===== src/pkg/tmc_regs.vh =====
// register map, field positions and reset values of the sixteen-bit timer/counter
`ifndef TMC_REGS_VH
`define TMC_REGS_VH
`define TMC_CTRL_ADDR 12'h010
`define TMC_CNT_LO_ADDR 12'h014
`define TMC_CNT_HI_ADDR 12'h018
`define TMC_FLAGS_ADDR 12'h01C
`define TMC_ENABLES_ADDR 12'h020
`define TMC_SLEEP_ADDR 12'h024
`define TMC_CTRL_RST 6'h00
`define TMC_CTRL_W 6
`define TMC_RUN_BIT 0
`define TMC_CS_BIT 1
`define TMC_SYNC_N_BIT 2
`define TMC_OSC_EN_BIT 3
`define TMC_PS_LO_BIT 4
`define TMC_PS_HI_BIT 5
`define TMC_OVF_BIT 0
`define TMC_CNT_RST 16'h0000
`define TMC_CNT_MAX 16'hFFFF
`define TMC_PS_LIM_DIV8 3'h7
`define TMC_PS_LIM_DIV4 3'h3
`define TMC_PS_LIM_DIV2 3'h1
`define TMC_PS_LIM_DIV1 3'h0
`endif


===== src/hdl/tmc_timer.v =====
// sixteen-bit timer/counter with prescaler, external clock input and overflow interrupt
//
// Behaviour
// 8-bit control register, bits 7:6 zero
// prescale code selects divide by 1,2,4,8
// counter mode counts external rising edges only
// after enable, wait for falling edge first
// oscillator enable bit starts/stops crystal oscillator
// oscillator disabled draws no power
// oscillator keeps running during sleep
// software waits for crystal start-up itself
// count wraps from FFFFh to 0000h
// wrap sets the overflow flag
// overflow enable bit masks the interrupt
// run enable starts and stops timer
// source select: instruction cycle or external
// oscillator enabled forces both pins input
// sync bit chooses synchronised or raw input
// prescaler precedes counter; async counts in sleep
//
// The APB register port was left to the implementer.
`include "tmc_regs.vh"

module tmc_timer (
    // clock and reset
    input wire i_clock,
    input wire i_rst_n,
    // apb slave
    input wire i_psel,
    input wire i_penable,
    input wire i_pwrite,
    input wire [11:0] i_paddr,
    input wire [31:0] i_pwdata,
    output reg [31:0] o_prdata,
    output reg o_pready,
    output reg o_pslverr,
    // instruction cycle tick and sleep state of the core
    input wire i_instr_tick,
    input wire i_sleep,
    // external clock pin and oscillator pins
    input wire i_ext_clock_pin,
    input wire i_osc_input_pin,
    output reg o_osc_run,
    output reg o_osc_pins_input,
    // interrupt
    output reg o_irq
);

    ////////////////////////////////////////////////////////////////////////
    reg [5:0] ctrl_r;
    reg [15:0] count_r;
    reg [15:0] count_nxt;
    reg ovf_flag_r;
    reg ovf_en_r;
    reg ext_sync1_r;
    reg ext_sync2_r;
    reg armed_r;
    reg [2:0] ps_cnt_r;
    reg [2:0] ps_cnt_nxt;
    reg src_tick;
    reg cnt_tick;
    reg wrap;
    reg ext_level;
    reg [31:0] rdata;
    reg addr_ok;
    reg [1:0] bus_state_r;
    reg [1:0] bus_state_nxt;

    // one-hot bus phases
    localparam [1:0] BUS_IDLE = 2'b01;
    localparam [1:0] BUS_ACCESS = 2'b10;

    // a write lands only in the access cycle that follows a seen setup
    wire wr_acc = i_psel & i_penable & i_pwrite & (bus_state_r == BUS_ACCESS);
    wire rd_set = i_psel & ~i_penable;
    wire wr_ctrl = wr_acc && (i_paddr == `TMC_CTRL_ADDR);
    wire wr_cnt_lo = wr_acc && (i_paddr == `TMC_CNT_LO_ADDR);
    wire wr_cnt_hi = wr_acc && (i_paddr == `TMC_CNT_HI_ADDR);
    wire wr_flags = wr_acc && (i_paddr == `TMC_FLAGS_ADDR);
    wire wr_enables = wr_acc && (i_paddr == `TMC_ENABLES_ADDR);
    wire run = ctrl_r[`TMC_RUN_BIT];
    wire ext_mode = ctrl_r[`TMC_CS_BIT];
    wire osc_en = ctrl_r[`TMC_OSC_EN_BIT];
    wire [1:0] ps_sel = {ctrl_r[`TMC_PS_HI_BIT], ctrl_r[`TMC_PS_LO_BIT]};

    // prescale code to terminal count of the divider
    function [2:0] ps_limit;
        input [1:0] code;
        begin
            case (code)
                2'b11: ps_limit = `TMC_PS_LIM_DIV8;
                2'b10: ps_limit = `TMC_PS_LIM_DIV4;
                2'b01: ps_limit = `TMC_PS_LIM_DIV2;
                default: ps_limit = `TMC_PS_LIM_DIV1;
            endcase
        end
    endfunction

    function known_addr;
        input [11:0] a;
        begin
            case (a)
                `TMC_CTRL_ADDR, `TMC_CNT_LO_ADDR, `TMC_CNT_HI_ADDR: known_addr = 1'b1;
                `TMC_FLAGS_ADDR, `TMC_ENABLES_ADDR, `TMC_SLEEP_ADDR: known_addr = 1'b1;
                default: known_addr = 1'b0;
            endcase
        end
    endfunction

    ////////////////////////////////////////////////////////////////////////
    // edge source: crystal pin when the oscillator runs, else the clock pin
    always @* begin
        ext_level = osc_en ? i_osc_input_pin : i_ext_clock_pin;
    end

    always @(posedge i_clock) begin
        if (!i_rst_n) begin
            ext_sync1_r <= 1'b0;
            ext_sync2_r <= 1'b0;
        end else begin
            ext_sync1_r <= ext_level;
            ext_sync2_r <= ext_sync1_r;
        end
    end

    // unsynchronised mode takes the pin level straight into the edge detector,
    // safe only because pins arrive synchronous to i_clock; the synchronised
    // path costs two cycles of latency but tolerates a free-running source
    wire ext_cur = ctrl_r[`TMC_SYNC_N_BIT] ? ext_level : ext_sync2_r;
    reg ext_cur_d_r;
    always @(posedge i_clock) begin
        if (!i_rst_n) begin
            ext_cur_d_r <= 1'b0;
        end else begin
            ext_cur_d_r <= ext_cur;
        end
    end
    wire ext_rise = ext_cur & ~ext_cur_d_r;
    wire ext_fall = ~ext_cur & ext_cur_d_r;

    // armed once a falling edge follows enabling counter mode
    always @(posedge i_clock) begin
        if (!i_rst_n) begin
            armed_r <= 1'b0;
        end else if (!(run && ext_mode)) begin
            armed_r <= 1'b0;
        end else if (ext_fall) begin
            armed_r <= 1'b1;
        end
    end

    ////////////////////////////////////////////////////////////////////////
    // source tick, prescaler and counter
    always @* begin
        if (ext_mode) begin
            src_tick = armed_r & ext_rise;
        end else begin
            src_tick = i_instr_tick & ~i_sleep;
        end
        // synchronised counting stops in sleep; unsynchronised keeps going
        if (ext_mode && i_sleep && !ctrl_r[`TMC_SYNC_N_BIT]) begin
            src_tick = 1'b0;
        end
        if (!run) begin
            src_tick = 1'b0;
        end
    end

    // divider in front of the counter
    always @* begin
        ps_cnt_nxt = ps_cnt_r;
        cnt_tick = 1'b0;
        if (src_tick) begin
            if (ps_cnt_r >= ps_limit(ps_sel)) begin
                ps_cnt_nxt = 3'h0;
                cnt_tick = 1'b1;
            end else begin
                ps_cnt_nxt = ps_cnt_r + 3'h1;
            end
        end
    end

    // a software write to either byte wins for that byte over an increment in the same cycle; the other byte takes the increment
    always @* begin
        count_nxt = count_r;
        wrap = 1'b0;
        if (cnt_tick) begin
            count_nxt = count_r + 16'h0001;
            wrap = (count_r == `TMC_CNT_MAX);
        end
        if (wr_cnt_lo) begin
            count_nxt = {count_nxt[15:8], i_pwdata[7:0]};
        end
        if (wr_cnt_hi) begin
            count_nxt = {i_pwdata[7:0], count_nxt[7:0]};
        end
    end

    always @(posedge i_clock) begin
        if (!i_rst_n) begin
            ps_cnt_r <= 3'h0;
            count_r <= `TMC_CNT_RST;
        end else begin
            // writing the control register restarts the prescaler
            if (wr_ctrl) begin
                ps_cnt_r <= 3'h0;
            end else begin
                ps_cnt_r <= ps_cnt_nxt;
            end
            count_r <= count_nxt;
        end
    end

    ////////////////////////////////////////////////////////////////////////
    // registers and interrupt
    always @(posedge i_clock) begin
        if (!i_rst_n) begin
            ctrl_r <= `TMC_CTRL_RST;
        end else if (wr_ctrl) begin
            ctrl_r <= i_pwdata[5:0];
        end
    end

    // mask of the same layout as the flags
    always @(posedge i_clock) begin
        if (!i_rst_n) begin
            ovf_en_r <= 1'b0;
        end else if (wr_enables) begin
            ovf_en_r <= i_pwdata[`TMC_OVF_BIT];
        end
    end

    // set wins over a write-one clear in the same cycle
    always @(posedge i_clock) begin
        if (!i_rst_n) begin
            ovf_flag_r <= 1'b0;
        end else if (wrap) begin
            ovf_flag_r <= 1'b1;
        end else if (wr_flags && i_pwdata[`TMC_OVF_BIT]) begin
            ovf_flag_r <= 1'b0;
        end
    end

    always @* begin
        addr_ok = known_addr(i_paddr);
        case (i_paddr)
            `TMC_CTRL_ADDR: rdata = {26'h000_0000, ctrl_r};
            `TMC_CNT_LO_ADDR: rdata = {24'h00_0000, count_r[7:0]};
            `TMC_CNT_HI_ADDR: rdata = {24'h00_0000, count_r[15:8]};
            `TMC_FLAGS_ADDR: rdata = {31'h0000_0000, ovf_flag_r};
            `TMC_ENABLES_ADDR: rdata = {31'h0000_0000, ovf_en_r};
            `TMC_SLEEP_ADDR: rdata = {31'h0000_0000, i_sleep};
            default: rdata = 32'h0000_0000;
        endcase
    end

    ////////////////////////////////////////////////////////////////////////
    // bus phases: every setup cycle is followed by exactly one access cycle
    always @* begin
        case (bus_state_r)
            BUS_IDLE: begin
                bus_state_nxt = rd_set ? BUS_ACCESS : BUS_IDLE;
            end
            BUS_ACCESS: begin
                // a master that holds penable longer is still answered only once
                bus_state_nxt = BUS_IDLE;
            end
            default: begin
                bus_state_nxt = BUS_IDLE;
            end
        endcase
    end

    always @(posedge i_clock) begin
        if (!i_rst_n) begin
            bus_state_r <= BUS_IDLE;
        end else begin
            bus_state_r <= bus_state_nxt;
        end
    end

    // answer one cycle after setup: pready rises in the first access cycle
    always @(posedge i_clock) begin
        if (!i_rst_n) begin
            o_prdata <= 32'h0000_0000;
            o_pready <= 1'b0;
            o_pslverr <= 1'b0;
        end else begin
            o_pready <= (bus_state_nxt == BUS_ACCESS);
            o_pslverr <= (bus_state_nxt == BUS_ACCESS) & ~addr_ok;
            if (rd_set && !i_pwrite) begin
                o_prdata <= rdata;
            end
        end
    end

    // status outputs follow their registers by one cycle
    always @(posedge i_clock) begin
        if (!i_rst_n) begin
            o_irq <= 1'b0;
            o_osc_run <= 1'b0;
            o_osc_pins_input <= 1'b0;
        end else begin
            // registered one cycle after the flag or mask changes
            o_irq <= ovf_flag_r & ovf_en_r;
            // oscillator enable gates power and is independent of sleep
            o_osc_run <= osc_en;
            o_osc_pins_input <= osc_en;
        end
    end

endmodule


===== config.mk =====
export PLATFORM = sky130hd
export DESIGN_NAME = tmc_timer
export DESIGN_NICKNAME = d
export VERILOG_FILES = /design/src/hdl/tmc_timer.v
export VERILOG_INCLUDE_DIRS = /design/src /design/src/pkg
export SDC_FILE = /design/constraint.sdc
export NUM_CORES = 1
export LEC_CHECK = 0
export BUFFER_PORTS_ARGS = -buffer_cell sky130_fd_sc_hd__buf_2
export CORE_ASPECT_RATIO = 1.75
export CORE_MARGIN = 3
export CORE_UTILIZATION = 49
export DETAILED_ROUTE_END_ITERATION = 10
export HOLD_SLACK_MARGIN = 0.06
export PLACE_DENSITY = 0.81
export SETUP_SLACK_MARGIN = 0.2
export SLEW_MARGIN = 20
export SYNTH_ARGS = -nofsm -noshare
export SYNTH_HDL_FRONTEND = slang
export SYNTH_SLANG_ARGS = --single-unit

===== constraint.sdc =====
create_clock -name i_clock -period 2.3 [get_ports i_clock]
set_input_delay 0.115 -clock i_clock [delete_from_list [all_inputs] [get_ports i_clock]]
set_output_delay 0.115 -clock i_clock [all_outputs]
set_load 0.02 [all_outputs]

# Word-level counts from Yosys, hierarchy flattened

Cells that the tools add are included.

Bits in writable memories: 0
Register bits after elaboration: 69
Memories: 0
Memory bits (read-only): 0
Logic and storage cells: 83
Output and inout port bits: 37
Bits of input ports: 53
Bits in latches: 0

$mul: 0
Equal/unequal tests: 13
$add $sub $neg: 2
Shift operators: 0
Order comparisons: 1
Reductions and logical operators: 16
Bitwise operators: 16
Muxes and demuxes: 20
Div/mod/pow operators: 0

Operators with widths:

| operator              | count |
|---|---|
| $eq 12x5->1 const B   | 4 |
| $pmux 8 s6            | 1 |
| $mux 16               | 2 |
| $eq 12x6->1 const B   | 2 |
| $add 16x1->16 const B | 1 |
| $eq 16x16->1 const B  | 1 |
| $mux 1                | 11 |
| $and 1x1->1           | 10 |
| $logic_and 1x1->1     | 10 |
| $pmux 3 s3            | 1 |
| $eq 2x2->1 const B    | 4 |
| $mux 8                | 1 |
| $mux 3                | 2 |
| $not 1->1             | 6 |
| $reduce_or 6->1       | 1 |
| $eq 2x1->1 const B    | 2 |
| $mux 2                | 2 |
| $add 3x1->3 const B   | 1 |
| $ge 3x3->1            | 1 |
| $logic_not 1->1       | 2 |
| $reduce_and 2->1      | 1 |
| $reduce_bool 2->1     | 1 |
| $reduce_or 2->1       | 1 |

# Depth between registers and ports, before layout

Depth after elaboration: 14
Depth in mapped cells: 8
Gate-level depth less buffers: 8

# Worst setup path after synthesis

No wires, ideal clock.

Kind: reg-to-reg
From: register ctrl_r[4]
To: register count_r[10]
Clock period less this slack: 2118 ps
Library setup time: 119 ps
Arrival time: 1998 ps
Path slack: 182 ps
Cell stages (with the launch flop): 9
Data required time: 2181 ps
Path buffers: 0
Path through: dfxtp_1 > or2_2 > ha_1 > nor2b_1 > o21ai_1 > nand4_2 > nor3_1 > xnor2_1 > o21ai_2

Word-level cells in the longest chain between the ends: 8
Elaborated cells on any way between the ends: 10
Classes of those cells: order compare: 1; eq/ne: 3; mux: 6

RTL lines:

| what                                     | RTL line        | RTL |
|---|---|---|
| start: declaration                       | tmc_timer.v:50  | `reg [5:0] ctrl_r;` |
| start signal: assignment                 | tmc_timer.v:218 | `` ctrl_r <= `TMC_CTRL_RST; `` |
| start signal: assignment                 | tmc_timer.v:220 | `ctrl_r <= i_pwdata[5:0];` |
| $eq 2x1->1 or $eq 2x2->1 (tied branches) | tmc_timer.v:90  | `case (code)` |
| $pmux 3 s3 *                             | tmc_timer.v:90  |  |
| $mux 3 *                                 | tmc_timer.v:173 | `if (src_tick) begin` |
| $ge 3x3->1 *                             | tmc_timer.v:174 | `if (ps_cnt_r >= ps_limit(ps_sel)) begin` |
| $mux 1 *                                 | tmc_timer.v:174 |  |
| $mux 1 *                                 | tmc_timer.v:173 |  |
| $mux 16 *                                | tmc_timer.v:187 | `if (cnt_tick) begin` |
| $mux 16 *                                | tmc_timer.v:194 | `if (wr_cnt_hi) begin` |
| end signal: assignment                   | tmc_timer.v:202 | `` count_r <= `TMC_CNT_RST; `` |
| end signal: assignment                   | tmc_timer.v:210 | `count_r <= count_nxt;` |
| end: declaration                         | tmc_timer.v:51  | `reg [15:0] count_r;` |

Every way passes the cells marked *; elsewhere a longest branch is shown, timed or not. The select of a mux whose other input is x is not followed.
A chain may end at the register's enable or synchronous reset.

# Worst setup path in the final report

From: register ctrl_r[5]
To: register count_r[10]

Same word-level chain as after synthesis.

==> flow_metrics.env <==
export IMPL_dieArea_um2=5920
export IMPL_yosysWarnings=0
export IMPL_ctsHtreeMaxLevel=2
export IMPL_setup_viol=0
export IMPL_dr_pass1_iters=5
export IMPL_clk_pin_slew_ns=0.08
export IMPL_timing_fmax_mhz=496.7
export IMPL_wl_mm=5.920
export IMPL_rsz0062_at_grt="no"
export IMPL_overflow=0
export IMPL_grt_pass1_vias=2264
export IMPL_required_ns=2.48
export IMPL_yosys_cell_types_count=48
export IMPL_status="completed"
export IMPL_synthTopCellsByArea="dfxtp_1, buf_4, nand2_1, a21oi_1, xnor2_1"
export IMPL_ios=90
export IMPL_cp_slowest_cell="dfxtp_4"
export IMPL_tritoncts="built"
export IMPL_track_usage_pct=21.40
export IMPL_p_leak_nw=1.120
export IMPL_cpPeakStageDelay_ns=0.36
export IMPL_startpoint_type="flop"
export IMPL_maxCapViolations=0
export IMPL_fin_nets=408
export IMPL_period_needed_ns=2.013
export IMPL_ys_seq_area_share_pct=35.94
export IMPL_hold_viol_final=0
export IMPL_crit_chain="or2_4 -> ha_4 -> nor2b_1 -> o21ai_4 -> nand4_4 -> nor3_1 -> xnor2_1 -> o21ai_2"
export IMPL_dieHeight_um=99.56
export IMPL_tns_ns=0
export IMPL_synth_edf_count=0
export IMPL_cp_max_fo=8
export IMPL_whs_ns=0.05833
export IMPL_critical_path_class="reg2reg"
export IMPL_skew_ns=0.006981
export IMPL_synthAdderAreaFrac_pct=2.552
export IMPL_synth_xor_area_share_pct=5.360
export IMPL_drive_gt1_share_pct=21.43
export IMPL_drv_slew=0
export IMPL_hpwl_mm=4.503
export IMPL_syn_inst=301
export IMPL_gp_congestion=1.011
export IMPL_die_x_um=59.47
export IMPL_remaining_drc_errors=0
export IMPL_synth_top_family_by_area="simple AND/OR/NAND/NOR gates"
export IMPL_fin_crit_sh_pct=87.54
export IMPL_core_region_area_um2=4748
export IMPL_async_reset_ff_share_pct=0
export IMPL_wl_per_cell_um=14.73
export IMPL_start_util_pct=51.62
export IMPL_syn_to_final_growth_pct=16.44
export IMPL_antenna_found_initial=0
export IMPL_post_synth_top_count_cell="dfxtp_1"
export IMPL_power_density_nw_per_um2=552.4
export IMPL_grt_max_degree=19
export IMPL_synth_ff_type="dfxtp_1"
export IMPL_yosysTopAreaCell="dfxtp_1"
export IMPL_clock_latency_ns=0.30
export IMPL_synth_seq_cells=44
export IMPL_synth_mux_area_share_pct=3.726
export IMPL_port_buffers=41
export IMPL_synth_area_per_cell_um2=8.143
export IMPL_worst_pin_slew_ns=0.5611
export IMPL_peakVddDrop_uv=458.5
export IMPL_avgViaCountPerCell=5.592
export IMPL_cts_sinks=44
export IMPL_cts_max_path_buffers=2
export IMPL_routed_via_count=2248
export IMPL_grt_pass1_wl_mm=9.756
export IMPL_syn_area_um2=2451
export IMPL_hp_class="in2reg"
export IMPL_cts_root_buffer="clkbuf_8"
export IMPL_endpoint_kind="flop"
export IMPL_synth_common_cells="dfxtp_1, nand2_1, a21oi_1"
export IMPL_diodes=0
export IMPL_relSlewSlack_pct=62.55
export IMPL_cts_buffers=5
export IMPL_synth_top_area_share_pct=35.94
export IMPL_drt_iter0_markers=90
export IMPL_ant_nets=0
export IMPL_cp_data_arrival_time_ns=2.20
export IMPL_rows=33
export IMPL_synth_compound_area_share_pct=13.94
export IMPL_yosys_area_share_simple_pct=28.18
==> critical path, delay by kind of cell, from the launching register on <==
| kind | cells | cell delay [ns] |
|---|---|---|
| AOI/OAI and AO/OA | 2 | 0.28 |
| xor gates and xnor gates | 1 | 0.18 |
| adders and majority gates | 1 | 0.25 |
| DFF | 1 | 0.36 |
| and+or+nand+nor | 4 | 0.82 |
==> through the flow <==
step | power, mW | instances | setup WS (ns) | area, um^2 | util (%)
after floorplan | 0.8911 | 324 | 0.3057 | 2541 | -
after global placement | 0.9021 | 389 | 0.1090 | 2626 | 55.31
after detailed placement | 0.9037 | 389 | 0.04238 | 2626 | 55.31
after CTS | 1.581 | 400 | 0.2174 | 2806 | 59.10
after global routing | 1.621 | 402 | 0.1987 | 2854 | 60.11
final | 1.576 | 402 | 0.2866 | 2854 | 60.11
==> power by group <==
group	switching, mW	leakage (nW)	total, mW	internal, mW
clock	0.260	0.0642	0.687	0.427
sequential	0.00170	0.356	0.766	0.764
combinational	0.0891	0.699	0.124	0.0345
total	0.351	1.12	1.58	1.23
==> final cells by class <==
| cell class | instances | area, um^2 |
|---|---|---|
| Clock buffer | 5 | 68.82 |
| Clock inverter | 2 | 60.06 |
| Fill cell | 420 | 1894 |
| Inverter | 9 | 33.78 |
| Multi-Input combinational cell | 239 | 1455 |
| Sequential cell | 44 | 885.9 |
| Tap cell | 52 | 65.06 |
| Timing Repair Buffer | 51 | 285.3 |
==> registers in the layout, summed over array words and instances, names as in the netlist <==
| register | count |
|---|---|
| o_irq | 1 |
| ext_sync1_r | 1 |
| ext_cur_d_r | 1 |
| armed_r | 1 |
| o_pslverr | 1 |
| ctrl_r | 6 |
| count_r | 16 |
| ext_sync2_r | 1 |
| o_osc_pins_input | 1 |
| ovf_flag_r | 1 |
| bus_state_r | 2 |
| ovf_en_r | 1 |
| ps_cnt_r | 3 |
| o_prdata | 8 |
==> final timing paths <==
kind	start	endpoint	slack, ns	cells after the start
hold / removal	i_pwdata[4]	count_r[12]	0.06	3
setup reg to reg	ctrl_r[5]	count_r[10]	0.29	8
setup / recovery	ctrl_r[5]	count_r[10]	0.29	8
hold reg to reg	bus_state_r[0]	bus_state_r[0]	0.44	1
==> cell usage in the layout, fill, tap and decap left out, types with 6 or more instances in the layout <==
cell	instances
nand2_1	43
dfxtp_1	42
buf_2	41
a21oi_1	29
conb_1	24
nor2_1	22
o21ai_0	18
xnor2_1	12
nand3_1	11
inv_1	9
mux2i_1	8
nor3_1	8
buf_4	8
nor2b_1	6
==> routing by layer <==
| metal | vias to the layer above | global-route usage [%] | wire [um] |
|---|---|---|---|
| met3 | 16 | 4.026 | 402 |
| li1 | 1087 | - | - |
| met2 | 107 | 38.75 | 3287 |
| met1 | 1038 | 20.68 | 2054 |
| met5 | - | 0 | 0 |
| met4 | 0 | 14.31 | 176 |
==> cell families after synthesis <==
kind of cell             count (synthesis)
other                                    1
flip-flops                              44
XOR/XNOR                                15
AO/OA/AOI/OAI                           61
buffers and inverters                   41
AND/OR/NAND/NOR                        125
multiplexers                             9
adder cells (fa/ha/maj)                  5
==> repair_timing <==
item,CTS,global route
pin swaps,1,2
buffers inserted,2,2
endpoints found under the setup margin,12,7
hold buffers,2,0
resized for setup,2,6
hold endpoints to repair,2,0
Power figures use the tool's default switching activity.
